## src/pkg/sense_consts.vh

```
`ifndef SENSE_CONSTS_VH
`define SENSE_CONSTS_VH

// sense data geometry
`define SENSE_LEN        6'h20
`define SENSE_ADDL_LEN   8'h18
`define SENSE_IDX_W      5
`define SENSE_LAST_IDX   5'h1F

// byte positions
`define BYTE_RESP        5'h00
`define BYTE_KEY         5'h02
`define BYTE_INFO_MSB    5'h03
`define BYTE_INFO_B1     5'h04
`define BYTE_INFO_B2     5'h05
`define BYTE_INFO_LSB    5'h06
`define BYTE_ADDL_LEN    5'h07
`define BYTE_ASC         5'h0C
`define BYTE_ASCQ        5'h0D

// bit positions
`define BIT_VALID        7
`define BIT_ILI          5

// response codes
`define RESP_CURRENT     7'h70
`define RESP_DEFERRED    7'h71

// command opcodes
`define OP_LONG_READ     8'h3E
`define OP_LONG_WRITE    8'h3F

// sense keys
`define KEY_NONE         4'h0
`define KEY_RECOVERED    4'h1
`define KEY_NOT_READY    4'h2
`define KEY_MEDIUM       4'h3
`define KEY_HARDWARE     4'h4
`define KEY_ILLEGAL      4'h5
`define KEY_UNIT_ATTN    4'h6
`define KEY_PROTECT      4'h7
`define KEY_UNUSED_8     4'h8
`define KEY_UNUSED_A     4'hA
`define KEY_ABORTED      4'hB
`define KEY_UNUSED_C     4'hC
`define KEY_UNUSED_D     4'hD
`define KEY_MISCOMPARE   4'hE
`define KEY_COMPLETED    4'hF

// additional codes
`define ASC_NONE         8'h00
`define ASCQ_NONE        8'h00
`define ASC_SMART        8'h0B
`define ASCQ_TEMP        8'h01
`define ASCQ_SELFTEST    8'h03
`define ASCQ_PRESCAN     8'h04
`define ASCQ_MEDIASCAN   8'h05

// largest LBA reported as information in fixed format
`define INFO_MAX         64'h000000000FFFFFFF

`endif

```

## src/core/sense_mem.v

```verilog
`timescale 1ns/1ns
`include "sense_consts.vh"

module sense_mem (
  input  wire                      mclk,
  input  wire                      wr_en,
  input  wire [`SENSE_IDX_W-1:0]   wr_addr,
  input  wire [7:0]                wr_data,
  input  wire [`SENSE_IDX_W-1:0]   rd_addr,
  output reg  [7:0]                rd_data_q
);

  reg [7:0] mem [0:31];

  always @(posedge mclk) begin
    if (wr_en) begin
      mem[wr_addr] <= wr_data;
    end
    rd_data_q <= mem[rd_addr];
  end

endmodule

```

## src/core/sense_encode.v

```verilog
`timescale 1ns/1ns
`include "sense_consts.vh"

module sense_encode (
  input  wire [7:0]   opcode,
  input  wire [3:0]   key_in,
  input  wire         recovered_ok,
  input  wire [7:0]   asc_in,
  input  wire [7:0]   ascq_in,
  input  wire [3:0]   smart_evt,
  input  wire         len_mismatch,
  input  wire [31:0]  req_len,
  input  wire [31:0]  blk_len,
  input  wire         lba_valid,
  input  wire [63:0]  lba,
  input  wire [63:0]  cmd_lba,
  input  wire [31:0]  cmd_blocks,
  output reg          valid,
  output reg          ili,
  output reg  [3:0]   key,
  output reg  [31:0]  info,
  output reg  [7:0]   asc,
  output reg  [7:0]   ascq
);

  wire        is_long;
  wire [64:0] cmd_end;
  wire        in_range;
  wire        fits;

  assign is_long  = (opcode == `OP_LONG_READ) ||
                    (opcode == `OP_LONG_WRITE);
  assign cmd_end  = {1'b0, cmd_lba} + {33'h0, cmd_blocks};
  assign in_range = (lba >= cmd_lba) && ({1'b0, lba} < cmd_end);
  assign fits     = (lba <= `INFO_MAX);

  always @* begin
    ili   = is_long && len_mismatch;
    valid = 1'b0;
    info  = 32'h00000000;
    if (ili) begin
      valid = 1'b1;
      info  = req_len - blk_len;
    end else if (lba_valid && in_range && fits) begin
      valid = 1'b1;
      info  = lba[31:0];
    end
    key  = key_in;
    asc  = asc_in;
    ascq = ascq_in;
    case (key_in)
      `KEY_UNUSED_8, `KEY_UNUSED_A,
      `KEY_UNUSED_C, `KEY_UNUSED_D: key = `KEY_HARDWARE;
      `KEY_RECOVERED: begin
        if (!recovered_ok) begin
          key = `KEY_HARDWARE;
        end
      end
      default: key = key_in;
    endcase
    if (smart_evt != 4'h0) begin
      key = `KEY_NONE;
      asc = `ASC_SMART;
      if (smart_evt[0]) begin
        ascq = `ASCQ_TEMP;
      end else if (smart_evt[1]) begin
        ascq = `ASCQ_SELFTEST;
      end else if (smart_evt[2]) begin
        ascq = `ASCQ_PRESCAN;
      end else begin
        ascq = `ASCQ_MEDIASCAN;
      end
    end else if (key == `KEY_NONE && asc_in == `ASC_NONE) begin
      ascq = `ASCQ_NONE;
    end
  end

endmodule

```

## src/core/sense_builder.v

```verilog
`timescale 1ns/1ns
`include "sense_consts.vh"


module sense_builder (
  input  wire         mclk,
  input  wire         rst,
  input  wire         build,
  input  wire         deferred,
  input  wire [7:0]   opcode,
  input  wire [3:0]   key_in,
  input  wire         recovered_ok,
  input  wire         cdb_param_err,
  input  wire [7:0]   asc_in,
  input  wire [7:0]   ascq_in,
  input  wire [3:0]   smart_evt,
  input  wire         len_mismatch,
  input  wire [31:0]  req_len,
  input  wire [31:0]  blk_len,
  input  wire         lba_valid,
  input  wire [63:0]  lba,
  input  wire [63:0]  cmd_lba,
  input  wire [31:0]  cmd_blocks,
  input  wire         fetch,
  input  wire [7:0]   alloc_len,
  output reg          ready_q,
  output reg          medium_locked_q,
  output reg          out_valid_q,
  output reg  [7:0]   out_byte_q,
  output reg          out_last_q,
  output reg  [5:0]   out_count_q
);

  localparam [2:0] ST_IDLE = 3'b001;
  localparam [2:0] ST_FILL = 3'b010;
  localparam [2:0] ST_SEND = 3'b100;

  reg  [2:0]   state_q;
  reg  [4:0]   fill_idx_q;
  reg  [4:0]   rd_idx_q;
  reg  [5:0]   send_left_q;
  reg          rd_pend_q;
  reg          rd_last_q;
  reg          resp_def_q;
  reg  [7:0]   op_q;
  reg  [3:0]   key_q;
  reg          rec_q;
  reg  [7:0]   asc_q;
  reg  [7:0]   ascq_q;
  reg  [3:0]   smart_q;
  reg          mis_q;
  reg  [31:0]  req_q;
  reg  [31:0]  blk_q;
  reg          lbav_q;
  reg  [63:0]  lba_q;
  reg  [63:0]  clba_q;
  reg  [31:0]  cblk_q;

  wire         e_valid;
  wire         e_ili;
  wire [3:0]   e_key;
  wire [31:0]  e_info;
  wire [7:0]   e_asc;
  wire [7:0]   e_ascq;
  wire [7:0]   rd_data;
  wire [7:0]   fill_byte;
  wire [5:0]   send_len;

  // decoded state and handshake takes
  wire         idle;
  wire         filling;
  wire         sending;
  wire         take_build;
  wire         take_fetch;
  wire         fill_done;
  wire         send_done;
  wire         medium_locked_d;

  function [7:0] byte_at;
    input [4:0]  idx;
    input        vld;
    input        dfr;
    input        il;
    input [3:0]  k;
    input [31:0] inf;
    input [7:0]  c;
    input [7:0]  q;
    begin
      case (idx)
        `BYTE_RESP:     byte_at = {vld, dfr ? `RESP_DEFERRED
                                            : `RESP_CURRENT};
        `BYTE_KEY:      byte_at = {2'b00, il, 1'b0, k};
        `BYTE_INFO_MSB: byte_at = inf[31:24];
        `BYTE_INFO_B1:  byte_at = inf[23:16];
        `BYTE_INFO_B2:  byte_at = inf[15:8];
        `BYTE_INFO_LSB: byte_at = inf[7:0];
        `BYTE_ADDL_LEN: byte_at = `SENSE_ADDL_LEN;
        `BYTE_ASC:      byte_at = c;
        `BYTE_ASCQ:     byte_at = q;
        default:        byte_at = 8'h00;
      endcase
    end
  endfunction

  function [5:0] min_len;
    input [7:0] a;
    begin
      if (a < {2'b00, `SENSE_LEN}) begin
        min_len = a[5:0];
      end else begin
        min_len = `SENSE_LEN;
      end
    end
  endfunction

  // field encoding from the captured command
  sense_encode u_enc (
    .opcode       (op_q),
    .key_in       (key_q),
    .recovered_ok (rec_q),
    .asc_in       (asc_q),
    .ascq_in      (ascq_q),
    .smart_evt    (smart_q),
    .len_mismatch (mis_q),
    .req_len      (req_q),
    .blk_len      (blk_q),
    .lba_valid    (lbav_q),
    .lba          (lba_q),
    .cmd_lba      (clba_q),
    .cmd_blocks   (cblk_q),
    .valid        (e_valid),
    .ili          (e_ili),
    .key          (e_key),
    .info         (e_info),
    .asc          (e_asc),
    .ascq         (e_ascq)
  );

  assign fill_byte = byte_at(fill_idx_q, e_valid, resp_def_q, e_ili,
                             e_key, e_info, e_asc, e_ascq);
  assign send_len  = min_len(alloc_len);

  // state decode; build wins over fetch
  assign idle       = (state_q == ST_IDLE);
  assign filling    = (state_q == ST_FILL);
  assign sending    = (state_q == ST_SEND);
  assign take_build = idle && build;
  assign take_fetch = idle && !build && fetch;
  assign fill_done  = filling && (fill_idx_q == `SENSE_LAST_IDX);
  assign send_done  = sending && (send_left_q == 6'h01);
  assign medium_locked_d = (key_in == `KEY_ILLEGAL) && cdb_param_err &&
                           (smart_evt == 4'h0);

  // sense byte store, read data registered
  sense_mem u_mem (
    .mclk      (mclk),
    .wr_en     (filling),
    .wr_addr   (fill_idx_q),
    .wr_data   (fill_byte),
    .rd_addr   (rd_idx_q),
    .rd_data_q (rd_data)
  );

  // command capture
  always @(posedge mclk or posedge rst) begin
    if (rst) begin
      resp_def_q      <= 1'b0;
      op_q            <= 8'h00;
      key_q           <= 4'h0;
      rec_q           <= 1'b0;
      asc_q           <= 8'h00;
      ascq_q          <= 8'h00;
      smart_q         <= 4'h0;
      mis_q           <= 1'b0;
      req_q           <= 32'h00000000;
      blk_q           <= 32'h00000000;
      lbav_q          <= 1'b0;
      lba_q           <= 64'h0000000000000000;
      clba_q          <= 64'h0000000000000000;
      cblk_q          <= 32'h00000000;
    end else if (take_build) begin
      resp_def_q      <= deferred;
      op_q            <= opcode;
      key_q           <= key_in;
      rec_q           <= recovered_ok;
      asc_q           <= asc_in;
      ascq_q          <= ascq_in;
      smart_q         <= smart_evt;
      mis_q           <= len_mismatch;
      req_q           <= req_len;
      blk_q           <= blk_len;
      lbav_q          <= lba_valid;
      lba_q           <= lba;
      clba_q          <= cmd_lba;
      cblk_q          <= cmd_blocks;
    end
  end

  // lock flag of the last build
  always @(posedge mclk or posedge rst) begin
    if (rst) begin
      medium_locked_q <= 1'b0;
    end else if (take_build) begin
      medium_locked_q <= medium_locked_d;
    end
  end

  // fill and send sequencing
  always @(posedge mclk or posedge rst) begin
    if (rst) begin
      state_q     <= ST_IDLE;
      fill_idx_q  <= 5'h00;
      rd_idx_q    <= 5'h00;
      send_left_q <= 6'h00;
      rd_pend_q   <= 1'b0;
      rd_last_q   <= 1'b0;
      ready_q     <= 1'b1;
    end else begin
      rd_pend_q   <= 1'b0;
      rd_last_q   <= 1'b0;
      case (state_q)
        ST_IDLE: begin
          if (take_build) begin
            state_q    <= ST_FILL;
            fill_idx_q <= 5'h00;
            ready_q    <= 1'b0;
          end else if (take_fetch && send_len != 6'h00) begin
            state_q     <= ST_SEND;
            rd_idx_q    <= 5'h00;
            send_left_q <= send_len;
            ready_q     <= 1'b0;
          end
        end
        ST_FILL: begin
          fill_idx_q <= fill_idx_q + 5'h01;
          if (fill_done) begin
            state_q <= ST_IDLE;
            ready_q <= 1'b1;
          end
        end
        ST_SEND: begin
          rd_pend_q   <= 1'b1;
          rd_idx_q    <= rd_idx_q + 5'h01;
          send_left_q <= send_left_q - 6'h01;
          if (send_done) begin
            rd_last_q <= 1'b1;
            state_q   <= ST_IDLE;
            ready_q   <= 1'b1;
          end
        end
        default: begin
          state_q <= ST_IDLE;
          ready_q <= 1'b1;
        end
      endcase
    end
  end

  // output stage, one byte per cycle
  always @(posedge mclk or posedge rst) begin
    if (rst) begin
      out_valid_q <= 1'b0;
      out_byte_q  <= 8'h00;
      out_last_q  <= 1'b0;
    end else begin
      out_valid_q <= rd_pend_q;
      out_last_q  <= rd_last_q;
      if (rd_pend_q) begin
        out_byte_q <= rd_data;
      end
    end
  end

  // byte count of the last fetch
  always @(posedge mclk or posedge rst) begin
    if (rst) begin
      out_count_q <= 6'h00;
    end else if (take_fetch) begin
      out_count_q <= send_len;
    end
  end

endmodule

```

## config.mk

```make
export PLATFORM = sky130hd
export DESIGN_NAME = sense_builder
export DESIGN_NICKNAME = d
export VERILOG_FILES = /design/src/core/sense_mem.v /design/src/core/sense_encode.v /design/src/core/sense_builder.v
export VERILOG_INCLUDE_DIRS = /design/src /design/src/pkg
export SDC_FILE = /design/constraint.sdc
export NUM_CORES = 1
export LEC_CHECK = 0
export BUFFER_PORTS_ARGS = -buffer_cell sky130_fd_sc_hd__buf_2
export CAP_MARGIN = 20
export CORE_AREA = 4 4 206 408
export CTS_CLUSTER_SIZE = 10
export DETAILED_ROUTE_END_ITERATION = 6
export DIE_AREA = 0 0 210 412
export PLACE_DENSITY = 0.58
export SYNTH_ARGS = -nofsm -noshare
export SYNTH_HDL_FRONTEND = slang
export SYNTH_SLANG_ARGS = --single-unit
```

## constraint.sdc

```tcl
create_clock -name mclk -period 14.5 [get_ports mclk]
set_input_delay 2.9 -clock mclk [delete_from_list [all_inputs] [get_ports mclk]]
set_output_delay 2.9 -clock mclk [all_outputs]
set_load 0.01 [all_outputs]
```

### Word level (Yosys, flattened, before mapping)

Memory sizes are Yosys's and may differ from the RTL's. A register that Yosys moved wholly into a read port is not among the register bits.
Cells that the tools add are included.

* bits in registers: 299
* bits in writable memories: 256
* input bits: 273
* output and inout bits: 18
* word-level logic and storage cells: 129
* memories: 1

Memories
* u_mem.mem: words 32, bits a word 8, read ports 1, clocked after memory_dff 1, write ports 1, line sense_mem.v:13 `reg [7:0] mem [0:31];`

* add/sub/neg operators: 5
* order comparisons: 4
* equality and inequality tests: 27
* multiplexer cells: 39
* reduce and logical (&&, ||, !) cells: 27

Operators by type and width (number)
* one-hot mux 8 bit (9 select lines): 1
* adder 64 x 32 -> 65 bit: 1
* less-than comparator 64 x 65 -> 1 bit: 1
* >= comparator 64 bit: 1
* <= comparator 64 x 28 -> 1 bit, second input constant: 1
* two-way mux 32 bit: 2
* two-way mux 8 bit: 5
* subtractor 32 bit: 1
* equality test 5 x 3 -> 1 bit, second input constant: 4
* one-hot mux 5 bit (2 select lines): 2
* two-way mux 6 bit: 3
* equality test 4 bit, second input constant: 4
* equality test 8 x 6 -> 1 bit, second input constant: 2
* two-way mux 5 bit: 3
* logical AND 1 bit: 13
* two-way mux 1 bit: 13
* two-way mux 3 bit: 4
* one-hot mux 6 bit (2 select lines): 1
* adder 5 x 1 -> 5 bit, second input constant: 2
* equality test 5 x 2 -> 1 bit, second input constant: 2
* equality test 5 x 4 -> 1 bit, second input constant: 2
* one-hot mux 3 bit (3 select lines): 1
* logical NOT 4 bit: 2
* logical NOT 8 bit: 1
* 24 further kinds: 30

### Logic depth before layout (Yosys ltp)

Gate-level depths: netlist of the first run.

* depth in word-level cells: 8
* depth in mapped cells: 22
* depth with buffers taken out: 22

### Modules after synthesis

Synthesis of the first run repeated with hierarchy kept, for this count alone.

* cell total of the unflattened synthesis: 2818
* area, all modules: 29517.1 µm²

Modules (own cells, without submodules)
* sense_builder: instances 1, cells an instance 1340, area each 11930.2 µm², sequential area each 7458.4 µm²
* sense_mem: instances 1, cells an instance 417, area each 10053.4 µm², sequential area each 7847.5 µm²
* sense_encode: instances 1, cells an instance 1061, area each 7533.5 µm², sequential area each 0.0 µm²

### Worst setup path after synthesis of the first run

Ideal clock, no wire load.

* path type: register to register
* start point: register clba_q[0]
* end point: memory u_mem.mem[0][5] (data pin)
* setup time: 0.454 ns
* data arrival time: 5.498 ns
* data required time: 14.046 ns
* slack: 8.548 ns
* stages on the path, launching flop included: 23
* path buffers: 1
* period minus slack after synthesis: 5.952 ns
* cells stage by stage: dfrtp_1 -> ha_1 -> inv_1 -> fa_1 -> nor2b_1 -> o31a_1 -> o22a_2 -> a21bo_1 -> a2111o_1 -> and4_1 -> buf_6 -> nand4_2 -> xnor2_1 -> ha_1 -> a21o_1 -> a21o_1 -> a2111oi_0 -> or4_1 -> o211ai_1 -> a211o_1 -> a22oi_2 -> nor2_4 -> o21ai_0

* word-level cells in the longest chain between the ends: 8
* elaborated cells between the ends (all ways): 9
* those cells by class: add/sub (1); order compare (2); mux (3); reduce/logical (3)

RTL lines
* from (decl): line sense_builder.v:56 `reg [63:0] clba_q;`
* from (signal assigned): line sense_builder.v:194 `clba_q <= cmd_lba;`
* adder 64 x 32 -> 65 bit: line sense_encode.v:33 `assign cmd_end = {1'b0, cmd_lba} + {33'h0, cmd_blocks};`
* less-than comparator 64 x 65 -> 1 bit: line sense_encode.v:34 `assign in_range = (lba >= cmd_lba) && ({1'b0, lba} < cmd_end);`
* logical AND 1 bit *: line sense_encode.v:34
* logical AND 1 bit * (2 in a row): line sense_encode.v:44 `end else if (lba_valid && in_range && fits) begin`
* two-way mux 32 bit *: line sense_encode.v:44
* two-way mux 32 bit *: line sense_encode.v:41 `if (ili) begin`
* one-hot mux 8 bit (9 select lines) *: line sense_builder.v:89 `case (idx)`
* net fill_byte[5]: line sense_builder.v:66 `wire [7:0] fill_byte;`
* to (decl): line sense_mem.v:13

The timed path passes the listed nets; every way through them passes the cells marked *.

### Worst setup path after layout of the first run

* start point: register clba_q[0]
* end point: memory u_mem.mem[17][5] (data pin)

The elaborated chain is that of the path after synthesis.

==> results of run 1 <==
-- layout by cell type, fill, tap and decap left out, types with 14 or more instances in the layout --
cell,n
mux4_2,80
nand2_1,713
xnor2_1,61
buf_2,289
o211ai_1,14
dfrtp_1,294
edfxtp_1,256
mux2_2,16
o21ai_0,170
xor2_1,26
clkbuf_1,34
o21a_1,15
nor2_1,100
inv_1,116
nand4_1,38
a21o_1,40
buf_4,19
clkbuf_16,68
nand3_1,36
a21oi_1,118
nor3_1,21
ha_1,198
-- registers in the layout (all words and copies together), names as in the netlist, 3 cells and up --
name	flops
asc_q	8
ascq_q	8
blk_q	32
cblk_q	32
clba_q	64
fill_idx_q	5
key_q	4
lba_q	64
op_q	7
out_byte_q	8
out_count_q	6
rd_idx_q	5
req_q	32
send_left_q	6
smart_q	4
state_q	3
u_mem.mem	256
u_mem.rd_data_q	8
-- final cells by class --
type / instances / area, um^2
fillers: 8018 / 47700
flip-flops and latches: 561 / 15300
multi-input cells: 1883 / 12700
clock buffers: 105 / 1870
repair buffers: 310 / 1620
well taps: 1050 / 1310
inverters: 117 / 447
clock inverters: 8 / 146
diodes: 7 / 17.5
-- critical path: stages, from the launching register on --
cell       delay [ps]
dfrtp_1           370
ha_1              210
inv_1              60
fa_1              410
nor2b_1           190
o31a_1            190
o22a_2            220
a21bo_1           200
a2111o_1          360
and4_1            610
nand4_2           160
xnor2_1           160
ha_1              290
nand3_1           100
nor2_1            220
nand3_1           140
or3_1             580
a2111oi_0         380
buf_4             210
a211o_1           150
a22oi_2           120
nor2_4            210
o21ai_2           240
buf_6             240
-- metrics by stage --
stage / std cells / total power, uW / hold WS [ps]
after detailed placement: 3920 / 6190 / 339
after CTS: 4033 / 7810 / 351
final: 4041 / 7720 / 347
after floorplan: 2663 / 5020 / 331
after global routing: 4035 / 8340 / 353
after global placement: 3920 / 6130 / 339
-- where the power goes --
part | internal (uW) | switching [uW]
Clock | 911 | 672
Sequential | 2150 | 399
Combinational | 1430 | 2160
-- routing by layer --
layer	share of wire	GRT usage
met1	0.37	0.218
met2	0.53	0.353
met3	0.051	0.0353
met4	0.049	0.0920
met5	0.00093	0
-- how the worst max path moves through the flow --
stage                     slack, ps          endpoint  depth (start not counted)  startpoint
after detailed placement       7740  u_mem.mem[17][5]                         20   clba_q[0]
after global routing           7560  u_mem.mem[17][5]                         21   clba_q[0]
after global placement         7850  u_mem.mem[17][5]                         20   clba_q[0]
final                          8180  u_mem.mem[17][5]                         23   clba_q[0]
after CTS                      7690  u_mem.mem[17][5]                         20   clba_q[0]
after floorplan                3400          asc_q[0]                          1         rst
-- cells by family (layout without fill, tap and decap cells) --
family                     after synthesis  in the layout  share of synthesized area
adders and majority gates              200            200                     0.0873
DFF                                    561            561                      0.530
xor gates and xnor gates                87             87                     0.0264
buffers and inverters                  219            540                     0.0292
muxes                                   97             97                     0.0691
other                                    0              7                          0
AOI/OAI and AO/OA                      483            483                      0.106
and+or+nand+nor                       1016           1016                      0.152
==> impl_metrics.ini, run 1 <==
[synth]
yosys-top-cells-count = nand2_1, dfrtp_1, edfxtp_1
syn_area_um2 = 28800
synth-edff-count = 256
yosysMostFrequentCell = nand2_1
avgSynthCellArea_um2 = 10.8
yosysSeqAreaShare = 0.530
yosys-top-cells-area = edfxtp_1, dfrtp_1, nand2_1
yosys_warnings = 0
synthesis.nets = 3136
yosysTopAreaCell = edfxtp_1
yosysTopAreaCellShare = 0.267
ys_ff_latch = 561
netlist_instances = 2663
yosysUniqueCellTypes = 92
yosys_most_used_dff = dfrtp_1
synthArstFlopShare = 0.529

[min_path]
holdCritPathClass = reg -> reg
hold_path_depth = 0
holdCritStartpoint = rd_last_q
min_to = out_last_q

[global_route]
grt_first_pass_wirelength_mm = 128
grt_max_degree = 216
grt_usage = 0.194
gr-total-overflow = 0
grt_pass1_vias = 21400
antenna_found_initial = 12

[floorplanning]
die_h_um = 412
rows = 148
core_region_area_um2 = 81100
dieWidth_um = 210
io_pins = 291
initial_core_util = 0.355
die_area_um2 = 86500

[layout]
drive_gt1_frac = 0.176
nNetsFinal = 3413
post-route-util = 0.412
syn2layout_area_growth_pct = 15.9
design_area_um2 = 33400

[timing]
rsz0062_at_grt = false
relSlewSlack = 0.309
fin_worst_skew_ps = 24.2
worst_slack_ps = 8180
fin_crit_sh = 0.436
period_needed_ps = 6320
drv_slew = 0
worst_pin_slew_ps = 1040
finalSetupViolCount = 0
tns_ps = 0
fmax_mhz = 158
finalHoldViolCount = 0

[clock_network]
clk_latency_ps = 630
ctsResizeCount = 0
cts_sinks = 561
h-tree-depth = 3
cts_buffers = 67
path_clk_slew_ps = 60
cts_setup_buffers = 0
clockBufferDepth = 3
postCtsHoldBufs = 0
cts_tree = done
cts-root-buf = clkbuf_16

[critical_path]
cp-start-kind = register
worst-path-max-fanout = 17
r2r_cells = 23
r2r_end = u_mem.mem[17][5]
rrSetupSlack_ps = 8180
crit_required_ps = 14860
cp.arrival_ps = 6670
r2r-start = clba_q[0]
critPathKind = reg -> reg
end_kind = register

[placed_design]
dp_slack_ps = 7740
io_buffers = 289
gp_congestion = 0.907
placed_area_um2 = 31400
hpwlAfterDp_mm = 64.9

[drt]
drtIter0Drc = 1280
routed_wirelength_mm = 84.8
viasPerCell = 5.15
ant_nets = 0
remaining_drc_errors = 0
wl_per_cell_um = 21.0
vias = 20800
drtPass1Iterations = 5

[flow_run]
cap_violations = 0

[pwr]
power_density_nw_per_um2 = 231
leakage_uw = 0.0147
vdd.ir_drop.worst_mv = 0.112

[outcome]
status = finished clean
Power figures use the tool's default switching activity.
==> inputs of run 2 (changes only) <==
--- a/config.mk
+++ b/config.mk
@@ -6,13 +6,14 @@
 export SDC_FILE = /design/constraint.sdc
 export NUM_CORES = 1
 export LEC_CHECK = 0
+export ABC_AREA = 1
 export BUFFER_PORTS_ARGS = -buffer_cell sky130_fd_sc_hd__buf_2
 export CAP_MARGIN = 20
-export CORE_AREA = 4 4 206 408
+export CORE_AREA = 4 4 210 416
 export CTS_CLUSTER_SIZE = 10
 export DETAILED_ROUTE_END_ITERATION = 6
-export DIE_AREA = 0 0 210 412
-export PLACE_DENSITY = 0.58
+export DIE_AREA = 0 0 214 420
+export PLACE_DENSITY = 0.59
 export SYNTH_ARGS = -nofsm -noshare
 export SYNTH_HDL_FRONTEND = slang
 export SYNTH_SLANG_ARGS = --single-unit
==> constraint.sdc (replaced) <==
create_clock -name mclk -period 5.2 [get_ports mclk]
set_input_delay 1.04 -clock mclk [delete_from_list [all_inputs] [get_ports mclk]]
set_output_delay 1.04 -clock mclk [all_outputs]
set_load 0.01 [all_outputs]
==> impl_metrics.ini, run 2 <==
[outcome]
status = finished clean

[flow_run]
cap_violations = 0

[synth]
yosys_warnings = 0
yosysUniqueCellTypes = 64
yosysMostFrequentCell = nand2_1
yosysTopAreaCell = edfxtp_1
yosys-top-cells-area = edfxtp_1, dfrtp_1, nand2_1
yosysTopAreaCellShare = 0.256
synthArstFlopShare = 0.529
synth-edff-count = 256
synthesis.nets = 3895
ys_ff_latch = 561
avgSynthCellArea_um2 = 8.76
yosys_most_used_dff = dfrtp_1
syn_area_um2 = 30000
yosys-top-cells-count = nand2_1, o21ai_0, nor2_1
netlist_instances = 3422
yosysSeqAreaShare = 0.510

[timing]
fin_crit_sh = 0.953
finalSetupViolCount = 0
drv_slew = 0
fmax_mhz = 202
rsz0062_at_grt = false
tns_ps = 0
finalHoldViolCount = 0
period_needed_ps = 4960
timing.hold.ws_ps = 346
fin_worst_skew_ps = 27.8
worst_pin_slew_ps = 997
relSlewSlack = 0.333

[clock_network]
h-tree-depth = 3
path_clk_slew_ps = 60
cts_sinks = 561
postCtsHoldBufs = 0
clockBufferDepth = 3
cts-root-buf = clkbuf_16
cts_tree = done
cts_buffers = 67
clk_latency_ps = 660

[pwr]
seqPwrFrac = 0.311
clkPwrFrac = 0.198
p_sw_frac = 0.451
leakage_uw = 0.0159
vdd.ir_drop.worst_mv = 0.326
p_switching_uw = 10100
power_density_nw_per_um2 = 640
pwr-share-comb = 0.491
internal_power_uw = 12300

[drt]
routed_wirelength_mm = 101
wl_per_cell_um = 20.8
vias = 25100
drtIter0Drc = 1647
viasPerCell = 5.18
remaining_drc_errors = 0
ant_nets = 0
drtPass1Iterations = 6

[global_route]
grt_pass1_vias = 25300
grt_first_pass_wirelength_mm = 148
grt_max_degree = 155
antenna_found_initial = 10
gr-total-overflow = 0
grt_usage = 0.216

[floorplanning]
dieWidth_um = 214
die_area_um2 = 89900
rows = 150
die_h_um = 420
io_pins = 291
initial_core_util = 0.357
core_region_area_um2 = 83900

[layout]
final_common_cell = nand2_1
multi_input_area_um2 = 13200
nFillCells = 8320
largest-register = u_mem.mem
mostFrequentLayoutCells = nand2_1, o21ai_0, nor2_1
regArea_um2 = 15300
syn2layout_area_growth_pct = 17.2
largest_register_ffs = 256
drive_gt1_frac = 0.136
reg_top3 = u_mem.mem: 256 flops, clba_q: 64 flops, lba_q: 64 flops
nNetsFinal = 4201

[critical_path]
cpMaxStageDelayCell = dfrtp_1
startpoint = clba_q[0]
cpPeakStageDelay_ps = 370
critPathKind = reg -> reg
r2r_end = u_mem.mem[10][7]
rrSetupSlack_ps = 240
r2r-start = clba_q[0]
crit_required_ps = 5690
cp-start-kind = register
end_kind = register
worst-path-max-fanout = 8
cp.arrival_ps = 5450
r2r_cells = 31
path_common_cell = nand2_2

[placed_design]
hpwlAfterDp_mm = 76.8
io_buffers = 289
gp_congestion = 0.953

[min_path]
min_to = out_last_q
holdCritPathClass = reg -> reg
hold_path_depth = 0
holdCritStartpoint = rd_last_q
==> run 2: cell types whose count changed after synthesis, sizes merged, moves of 25 or more <==
cell    before  now
mux4        80    0
a21o        40   10
o221ai       4   29
nor2       101  339
o22ai        3   42
nand2      714  937
inv        117  299
nor3        21   46
o21ai      176  350
xnor2       61   22
a21oi      118  170
nand3       40  100
==> run 2: through the flow <==
stage | power [uW] | utilization | instance area (um^2) | cells | setup WS [ps]
final | 22500 | 0.419 | 35100 | 4841 | 242
after global placement | 17800 | 0.392 | 32900 | 4713 | 121
after global routing | 24300 | 0.419 | 35100 | 4834 | 29.8
after floorplan | 14200 | - | 30000 | 3422 | 216
after detailed placement | 17900 | 0.392 | 32900 | 4713 | 81.8
after CTS | 22500 | 0.416 | 34900 | 4824 | 67.7
==> run 2: final cells by class <==
class                   count  share of cell area
diodes                      7            0.000498
clock buffers             103              0.0533
clock inverters             8             0.00416
inverters                 303              0.0327
multi-input cells        2444               0.377
flip-flops and latches    561               0.435
well taps                1064              0.0379
repair buffers            351              0.0599
==> run 2: repair_timing <==
item | 4_1_cts | 5_1_grt
resized for setup | 0 | 18
setup buffers | 0 | 6
endpoints found under the setup margin | 0 | 256
==> run 2: worst max-delay path by stage <==
stage,to,slack (ps),depth (start not counted)
after floorplan,asc_q[0],220,1
after detailed placement,u_mem.mem[19][5],80,31
final,u_mem.mem[10][7],240,31
after global placement,u_mem.mem[5][4],120,31
after CTS,u_mem.mem[15][5],70,31
after global routing,u_mem.mem[8][7],30,31
==> run 2: kinds of logic (layout without fill, tap and decap cells) <==
family	Yosys count	after routing	synth area share
buf+inv	417	765	0.0522
compound gates	667	667	0.125
flops	561	561	0.510
fa+ha+maj	200	200	0.0839
mux	8	8	0.00300
simple gates	1498	1498	0.206
xor+xnor	71	71	0.0207
other cells	0	7	0
==> run 2: worst max-delay path: cells and delay by family, from the launching register on <==
kind | cells | cell delay (ps)
XOR/XNOR | 1 | 160
AND/OR/NAND/NOR | 13 | 1310
AO/OA/AOI/OAI | 8 | 1440
adder cells (fa/ha/maj) | 3 | 820
buffers and inverters | 6 | 670
flip-flops | 1 | 370
==> run 2: per-layer routing <==
layer	vias to the layer above	part of all wire	global-route usage
met5	-	0.00021	0
met4	4	0.054	0.106
met3	200	0.055	0.0368
met2	781	0.53	0.412
met1	12000	0.36	0.229
li1	12200	-	-
==> run 2: power groups by stage <==
stage          clock [uW]  combinational [uW]  sequential (uW)
4_1_cts              4550               10900             6990
3_3_place_gp            0               10700             7040
6_report             4450               11100             6990
3_5_place_dp            0               10900             7060
5_1_grt              4710               12500             7100
2_1_floorplan           0                7600             6650
